File: src/pkg/aocr_pkg.sv
// Constants, field layout and carrier types of the converter output configuration bank
package aocr_pkg;
  // Register addresses
  localparam logic [7:0] AOCR_ADDR_GENERAL       = 8'h00;
  localparam logic [7:0] AOCR_ADDR_PATTERN_A     = 8'h25;
  localparam logic [7:0] AOCR_ADDR_PATTERN_B     = 8'h2B;
  localparam logic [7:0] AOCR_ADDR_OFFSET_CTRL   = 8'h3D;
  localparam logic [7:0] AOCR_ADDR_FIXED_UPPER   = 8'h3F;
  localparam logic [7:0] AOCR_ADDR_FIXED_LOWER   = 8'h40;
  localparam logic [7:0] AOCR_ADDR_OUTPUT_IF     = 8'h41;
  localparam logic [7:0] AOCR_ADDR_CLOCK_POS     = 8'h42;
  // Reset value of every register in the bank
  localparam logic [7:0] AOCR_REG_RESET          = 8'h00;
  // Field positions
  localparam int AOCR_BIT_READOUT      = 0;
  localparam int AOCR_BIT_SWRESET      = 1;
  localparam int AOCR_BIT_OFFSET_ON    = 5;
  localparam int AOCR_BIT_DIGITAL_EN   = 3;
  localparam int AOCR_POS_IF_SEL       = 6;
  localparam int AOCR_POS_DRIVE        = 4;
  localparam int AOCR_POS_POWERDOWN    = 0;
  localparam int AOCR_POS_FALL_SHIFT   = 6;
  localparam int AOCR_POS_RISE_SHIFT   = 4;
  localparam int AOCR_POS_PAT_SEL      = 0;
  localparam int AOCR_UPPER_WIDTH      = 6;
  // Field codes
  localparam logic [1:0] AOCR_IF_CMOS       = 2'h3;
  localparam logic [1:0] AOCR_PD_CHAN_B     = 2'h1;
  localparam logic [1:0] AOCR_PD_CHAN_A     = 2'h2;
  localparam logic [1:0] AOCR_PD_ALL        = 2'h3;
  localparam logic [2:0] AOCR_PAT_FIXED     = 3'h5;
  // Serial frame: address byte then data byte, MSB first
  localparam logic [4:0] AOCR_ADDR_BITS     = 5'h08;
  localparam logic [4:0] AOCR_FRAME_BITS    = 5'h10;
  // Falling-edge shifts in picoseconds, negative means advance
  localparam logic signed [10:0] AOCR_LVDS_FALL_01 = -11'sd450;
  localparam logic signed [10:0] AOCR_LVDS_FALL_10 = -11'sd150;
  localparam logic signed [10:0] AOCR_LVDS_FALL_11 = 11'sd550;
  localparam logic signed [10:0] AOCR_CMOS_FALL_01 = 11'sd150;
  localparam logic signed [10:0] AOCR_CMOS_FALL_11 = -11'sd100;
  localparam logic signed [10:0] AOCR_FALL_NONE    = 11'sd0;

  // Decoded configuration carried to the output stage
  typedef struct packed {
    logic        offsetFixOn;
    logic [13:0] fixedWord;
    logic        cmosMode;
    logic [1:0]  cmosClockDriveLevel;
    logic [1:0]  outputBufferPowerdown;
    logic [1:0]  clockFallEdgeShift;
    logic [1:0]  clockRiseEdgeShift;
    logic        digitalEnable;
    logic        readoutEnable;
  } aocr_cfg_t;
endpackage : aocr_pkg

File: src/aocr_regs.sv
// Serial configuration port, register bank and output stage of the converter
`timescale 1ns/1ps
`default_nettype none

module aocr_regs
  import aocr_pkg::*;
#(
  parameter int SAMPLE_WIDTH = 14
) (
  input  wire logic                           clock,
  input  wire logic                           rst,
  input  wire logic                           serialEnableN,
  input  wire logic                           serialClock,
  input  wire logic                           serialDataIn,
  output var  logic                           serialReadbackPin,
  output logic                                serialReadbackOe,
  input  wire logic [SAMPLE_WIDTH-1:0]        sampleA,
  input  wire logic [SAMPLE_WIDTH-1:0]        sampleB,
  output var  logic [SAMPLE_WIDTH-1:0]        dataA,
  output var  logic [SAMPLE_WIDTH-1:0]        dataB,
  output logic                                dataAOe,
  output logic                                dataBOe,
  output logic                                clockOutOe,
  output var  logic signed [10:0]             clockFallShiftPs,
  output aocr_cfg_t                           cfg
);

  // Synchroniser stages; stage one feeds only stage two
  logic [2:0] senSync;
  logic [2:0] sclkSync;
  logic [1:0] sdataSync;
  logic [15:0] shiftIn;
  logic [4:0]  bitCount;
  logic [7:0]  readShift;
  logic        commitWrite;
  logic        sclkRise;
  logic [7:0]  frameAddr;
  logic [7:0]  frameData;
  logic [7:0]  readValue;
  logic [2:0]  patSelA;
  logic [2:0]  patSelB;
  logic        patternOnA;
  logic        patternOnB;

  // Pins come from the host clock domain
  always_ff @(posedge clock or posedge rst) begin
    if (rst) begin
      senSync   <= 3'h7;
      sclkSync  <= 3'h0;
      sdataSync <= 2'h0;
    end else begin
      senSync   <= {senSync[1:0], serialEnableN};
      sclkSync  <= {sclkSync[1:0], serialClock};
      sdataSync <= {sdataSync[0], serialDataIn};
    end
  end

  assign sclkRise    = sclkSync[1] & ~sclkSync[2];
  assign frameAddr   = shiftIn[15:8];
  assign frameData   = shiftIn[7:0];
  assign commitWrite = senSync[1] & ~senSync[2] & (bitCount == AOCR_FRAME_BITS);

  // Frame shifter; extra bits beyond a frame spoil the count so the frame is dropped
  always_ff @(posedge clock or posedge rst) begin
    if (rst) begin
      shiftIn  <= 16'h0000;
      bitCount <= 5'h00;
    end else if (senSync[1]) begin
      bitCount <= (commitWrite) ? bitCount : 5'h00;
    end else if (sclkRise) begin
      shiftIn  <= {shiftIn[14:0], sdataSync[1]};
      bitCount <= (bitCount == 5'h1F) ? bitCount : bitCount + 5'h01;
    end
  end

  always_ff @(posedge clock or posedge rst) begin
    if (rst) begin
      cfg     <= '0;
      patSelA <= AOCR_REG_RESET[2:0];
      patSelB <= AOCR_REG_RESET[2:0];
    end else if (commitWrite) begin
      case (frameAddr)
        AOCR_ADDR_GENERAL: begin
          if (frameData[AOCR_BIT_SWRESET]) begin
            cfg     <= '0;
            patSelA <= AOCR_REG_RESET[2:0];
            patSelB <= AOCR_REG_RESET[2:0];
          end else begin
            cfg.readoutEnable <= frameData[AOCR_BIT_READOUT];
          end
        end
        AOCR_ADDR_PATTERN_A: patSelA <= frameData[AOCR_POS_PAT_SEL +: 3];
        AOCR_ADDR_PATTERN_B: patSelB <= frameData[AOCR_POS_PAT_SEL +: 3];
        AOCR_ADDR_OFFSET_CTRL: cfg.offsetFixOn <= frameData[AOCR_BIT_OFFSET_ON];
        AOCR_ADDR_FIXED_UPPER: cfg.fixedWord[13:8] <= frameData[AOCR_UPPER_WIDTH-1:0];
        AOCR_ADDR_FIXED_LOWER: cfg.fixedWord[7:0] <= frameData;
        AOCR_ADDR_OUTPUT_IF: begin
          cfg.cmosMode              <= (frameData[AOCR_POS_IF_SEL +: 2] == AOCR_IF_CMOS);
          cfg.cmosClockDriveLevel   <= frameData[AOCR_POS_DRIVE +: 2];
          cfg.outputBufferPowerdown <= frameData[AOCR_POS_POWERDOWN +: 2];
        end
        AOCR_ADDR_CLOCK_POS: begin
          cfg.clockFallEdgeShift <= frameData[AOCR_POS_FALL_SHIFT +: 2];
          cfg.clockRiseEdgeShift <= frameData[AOCR_POS_RISE_SHIFT +: 2];
          cfg.digitalEnable      <= frameData[AOCR_BIT_DIGITAL_EN];
        end
        default: ;
      endcase
    end
  end

  // Readback image; unassigned and unmapped bits read zero
  // Loaded after eight bits, so the address byte still sits in the low half of the shifter
  always_comb begin
    readValue = 8'h00;
    case (shiftIn[7:0])
      AOCR_ADDR_GENERAL:     readValue[AOCR_BIT_READOUT] = cfg.readoutEnable;
      AOCR_ADDR_PATTERN_A:   readValue[2:0] = patSelA;
      AOCR_ADDR_PATTERN_B:   readValue[2:0] = patSelB;
      AOCR_ADDR_OFFSET_CTRL: readValue[AOCR_BIT_OFFSET_ON] = cfg.offsetFixOn;
      AOCR_ADDR_FIXED_UPPER: readValue[AOCR_UPPER_WIDTH-1:0] = cfg.fixedWord[13:8];
      AOCR_ADDR_FIXED_LOWER: readValue = cfg.fixedWord[7:0];
      AOCR_ADDR_OUTPUT_IF:   readValue = {cfg.cmosMode ? AOCR_IF_CMOS : 2'h0, cfg.cmosClockDriveLevel,
                                          2'h0, cfg.outputBufferPowerdown};
      AOCR_ADDR_CLOCK_POS:   readValue = {cfg.clockFallEdgeShift, cfg.clockRiseEdgeShift,
                                          cfg.digitalEnable, 3'h0};
      default:               readValue = 8'h00;
    endcase
  end

  always_ff @(posedge clock or posedge rst) begin
    if (rst) begin
      readShift <= 8'h00;
    end else if (!senSync[1] && sclkRise) begin
      if (bitCount == AOCR_ADDR_BITS - 5'h01) begin
        readShift <= 8'h00;
      end else begin
        readShift <= {readShift[6:0], 1'b0};
      end
    end else if (!senSync[1] && bitCount == AOCR_ADDR_BITS && sclkSync[1] == sclkSync[2]
                 && readShift == 8'h00) begin
      readShift <= readValue;
    end
  end

  assign serialReadbackOe = cfg.readoutEnable;
  always_ff @(posedge clock or posedge rst) begin
    if (rst) begin
      serialReadbackPin <= 1'b0;
    end else begin
      serialReadbackPin <= cfg.readoutEnable & readShift[7];
    end
  end

  assign patternOnA = cfg.digitalEnable && (patSelA == AOCR_PAT_FIXED);
  assign patternOnB = cfg.digitalEnable && (patSelB == AOCR_PAT_FIXED);

  always_ff @(posedge clock or posedge rst) begin
    if (rst) begin
      dataA <= '0;
      dataB <= '0;
    end else begin
      dataA <= patternOnA ? SAMPLE_WIDTH'(cfg.fixedWord) : sampleA;
      dataB <= patternOnB ? SAMPLE_WIDTH'(cfg.fixedWord) : sampleB;
    end
  end

  assign dataAOe    = !(cfg.outputBufferPowerdown == AOCR_PD_CHAN_A || cfg.outputBufferPowerdown == AOCR_PD_ALL);
  assign dataBOe    = !(cfg.outputBufferPowerdown == AOCR_PD_CHAN_B || cfg.outputBufferPowerdown == AOCR_PD_ALL);
  assign clockOutOe = (cfg.outputBufferPowerdown != AOCR_PD_ALL);

  // Fall shift in LVDS and CMOS modes; the forbidden CMOS code gives no shift
  always_ff @(posedge clock or posedge rst) begin
    if (rst) begin
      clockFallShiftPs <= AOCR_FALL_NONE;
    end else begin
      case ({cfg.cmosMode, cfg.clockFallEdgeShift})
        3'h1:    clockFallShiftPs <= AOCR_LVDS_FALL_01;
        3'h2:    clockFallShiftPs <= AOCR_LVDS_FALL_10;
        3'h3:    clockFallShiftPs <= AOCR_LVDS_FALL_11;
        3'h5:    clockFallShiftPs <= AOCR_CMOS_FALL_01;
        3'h7:    clockFallShiftPs <= AOCR_CMOS_FALL_11;
        default: clockFallShiftPs <= AOCR_FALL_NONE;
      endcase
    end
  end
endmodule : aocr_regs
`default_nettype wire

File: config.mk
export PLATFORM = sky130hd
export DESIGN_NAME = aocr_regs
export DESIGN_NICKNAME = d
export VERILOG_FILES = /design/src/pkg/aocr_pkg.sv /design/src/aocr_regs.sv
export SDC_FILE = /design/constraint.sdc
export NUM_CORES = 1
export LEC_CHECK = 0
export BUFFER_PORTS_ARGS = -buffer_cell sky130_fd_sc_hd__buf_2
export CORE_AREA = 4 4 96 98
export CTS_CLUSTER_SIZE = 16
export DETAILED_ROUTE_END_ITERATION = 10
export DIE_AREA = 0 0 100 102
export MAX_ROUTING_LAYER = met4
export PLACE_DENSITY = 0.8
export SLEW_MARGIN = 20
export SYNTH_ARGS = -nofsm -noshare
export SYNTH_HDL_FRONTEND = slang
export SYNTH_SLANG_ARGS = --single-unit
File: constraint.sdc
create_clock -name clock -period 7.5 [get_ports clock]
set_input_delay 1.125 -clock clock [delete_from_list [all_inputs] [get_ports clock]]
set_output_delay 1.125 -clock clock [all_outputs]
set_load 0.05 [all_outputs]
==> run_results.csv <==
group,metric,value,unit
hold_path,hp-class,"flip-flop to flip-flop",
floorplan,start_util,57.1,%
synth,synth_edf_count,0,
synth,syn_avg_cell_area,10.5,um^2
global_route,grt_max_degree,56,
worst_setup_path,crit_required,7.81,ns
placed_design,hpwl,8620,um
worst_setup_path,reg2reg_slack,4.94,ns
worst_setup_path,crit_end,"patSelB[0]",
synth,synth_cell_types,61,
global_route,gr-total-overflow,0,
timing,setup_viol,0,
global_route,grt_pass1_vias,3705,
global_route,grt_pass1_wl,19000,um
routing,wl_per_cell,18.6,um
placed_design,dp.cells,638,
power_and_ir_drop,powerDensity,208,nW/um^2
power_and_ir_drop,p_leak,2.62,nW
timing,period_needed,2.56,ns
routing,vias,3959,
routing,drtIter0Drc,355,
power_and_ir_drop,fin_total_pwr,1.15,mW
synth,synth_nets,498,
synth,ys_ff_latch,107,
global_route,antenna_found_initial,0,
worst_setup_path,cp_max_fo,18,
worst_setup_path,r2r_start,"shiftIn[1]",
clock_network,cts_made_buffers,9,
placed_design,pre_cts_slack,5.05,ns
worst_setup_path,cp-start-kind,"flip-flop",
synth,async_flop_share,100,%
layout,antennaDiodeCount,0,
layout,utilization,65.6,%
layout,layout_commonest_cell,"dfrtp_1",
routing,drcViolationCount,0,
clock_network,postCtsResizedCells,0,
hold_path,hp-start,"sclkSync[0]",
layout,fillCellCount,691,
floorplan,die_h,102,um
clock_network,cts.sinks,107,
clock_network,post_cts_buffers,0,
floorplan,die_w,100,um
worst_setup_path,setup.worst_path.start,"shiftIn[1]",
clock_network,insertion_delay,0.37,ns
clock_network,htreeDepth,3,
worst_setup_path,crit_arrival,2.86,ns
layout,layout_common_cells,"dfrtp_1, buf_2, nand2_1",
worst_setup_path,r2r.worst_path.cells,3,
layout,fin_nets,578,
hold_path,min_path_cells,0,
timing,worst_slack,4.94,ns
floorplan,fp.coreArea,8470,um^2
timing,hold_viol_final,0,
layout,area_delta_synth_final,14.9,%
timing,worstMarginPinSlew,1.10,ns
synth,ys_warn_count,0,
layout,drive_gt1_share,26.6,%
worst_setup_path,end_kind,"flip-flop",
timing,maxSlewHeadroom,26.4,%
global_route,grtUsageTotal,24.4,%
power_and_ir_drop,ir_drop,97.8,uV
clock_network,holdBufCountCts,0,
floorplan,rows,34,
routing,via_per_inst,6.05,
clock_network,clk_path_buf_depth,2,
layout,stdcell_area,5550,um^2
timing,fin_crit_sh,34.1,%
timing,finClkSkew,0.0108,ns
synth,synth_ff_type,"dfrtp_1",
placed_design,placed_area,5350,um^2
placed_design,place_congestion,0.924,
floorplan,io_pins,103,
job,cap_violations,0,
worst_setup_path,setup.worst_path.class,"flip-flop to flip-flop",
timing,fmax,391,MHz
routing,drt-total-wl,12200,um
clock_network,clockRootBuffer,"clkbuf_8",
timing,rsz0062_at_grt,"false",
outcome,status,"finished, final reports clean",
worst_setup_path,r2r_end,"patSelB[0]",
timing,finalSetupTns,0,ns
timing,fin_hold_ws,0.365,ns
placed_design,io_buffers,101,
layout,finalNonFillerCells,654,
synth,syn_area,4830,um^2
floorplan,dieArea,10200,um^2
synth,ys_seq_area_share,55.5,%
routing,ant_nets,0,
synth,syn_inst,461,
clock_network,cts_tree,"built",
timing,drv_slew,0,
routing,first_pass_iters,6,
clock_network,path_clk_slew,0.10,ns
-- cell families after synthesis --
| kind of cell | count (synthesis) | share of synthesized area (%) |
|---|---|---|
| DFF | 107 | 55.5 |
| muxes | 28 | 6.19 |
| xor gates and xnor gates | 1 | 0.181 |
| and+or+nand+nor | 168 | 18.1 |
| buffers and inverters | 54 | 4.58 |
| adders and majority gates | 4 | 1.04 |
| other | 1 | 0.0776 |
| AOI/OAI and AO/OA | 98 | 14.3 |
-- power by group --
| part | switching (mW) | internal (mW) |
|---|---|---|
| combinational | 0.0904 | 0.0467 |
| clock | 0.203 | 0.158 |
| sequential | 0.0502 | 0.605 |
| total | 0.343 | 0.809 |
-- worst min-delay path by stage --
stage | end | slack (ns)
detailed placement | sclkSync[1] | 0.34
finish | sclkSync[1] | 0.36
global placement | sdataSync[1] | 0.34
global route | senSync[1] | 0.37
floorplan | sclkSync[1] | 0.33
CTS | senSync[1] | 0.37
-- sequential cells by signal, summed over array words and instances (netlist names) --
signal and flops:
shiftIn 16, clockFallShiftPs 9, senSync 3, cfg 25, sdataSync 2, patSelA 3
readShift 8, dataB 14, dataA 14, sclkSync 3, serialReadbackOe 1, serialReadbackPin 1
patSelB 3, bitCount 5
-- cells in the mapped netlist (3+ instances only) --
| master | count | area share (%) |
|---|---|---|
| and3_1 | 4 | 0.52 |
| or3_1 | 3 | 0.39 |
| mux2_2 | 15 | 3.5 |
| nor3_1 | 13 | 1.3 |
| and2_1 | 4 | 0.52 |
| o21ai_0 | 27 | 2.8 |
| nor2b_1 | 4 | 0.52 |
| inv_1 | 17 | 1.3 |
| buf_4 | 3 | 0.47 |
| a22o_1 | 5 | 0.91 |
| nand4b_1 | 4 | 0.72 |
| buf_2 | 6 | 0.62 |
| nand2_1 | 84 | 6.5 |
| nor2_1 | 15 | 1.2 |
| nand4bb_1 | 3 | 0.70 |
| nand4_1 | 3 | 0.39 |
| dfrtp_1 | 104 | 54 |
| a211oi_1 | 3 | 0.47 |
| mux2i_1 | 13 | 2.7 |
| nand2b_1 | 4 | 0.52 |
| nor4_1 | 4 | 0.52 |
| or4_1 | 3 | 0.47 |
| o211ai_1 | 5 | 0.78 |
| a21oi_1 | 16 | 1.7 |
| clkbuf_1 | 25 | 1.9 |
| ha_1 | 4 | 1.0 |
| a22oi_1 | 3 | 0.47 |
| dfstp_2 | 3 | 1.6 |
| a32o_1 | 17 | 3.5 |
| nor3b_1 | 3 | 0.47 |
| o31ai_1 | 5 | 0.78 |
-- critical path, stage by stage (launching register included) --
cell      delay [ns]
dfrtp_1         0.82
clkinv_1        0.43
a21oi_1         0.94
a32o_1          0.31
-- final cells by class --
cell class                 instances  area [um^2]  area share, %
tap                              108          135           2.43
clock buffer                      10          128           2.30
clock inverter                     6         73.8           1.33
timing repair buffer             105          536           9.64
inverter                          18         70.1           1.26
multi-input combinational        300         1930           34.7
sequential                       107         2680           48.3
-- per-layer routing --
metal	GRT usage [%]	vias to the layer above	wire, um
li1	-	1801	-
met1	31.5	1928	4830
met2	39.3	196	5920
met3	6.01	34	1140
met4	6.32	0	263
met5	-	-	0
No activity file was read; power rests on OpenSTA's default activity.
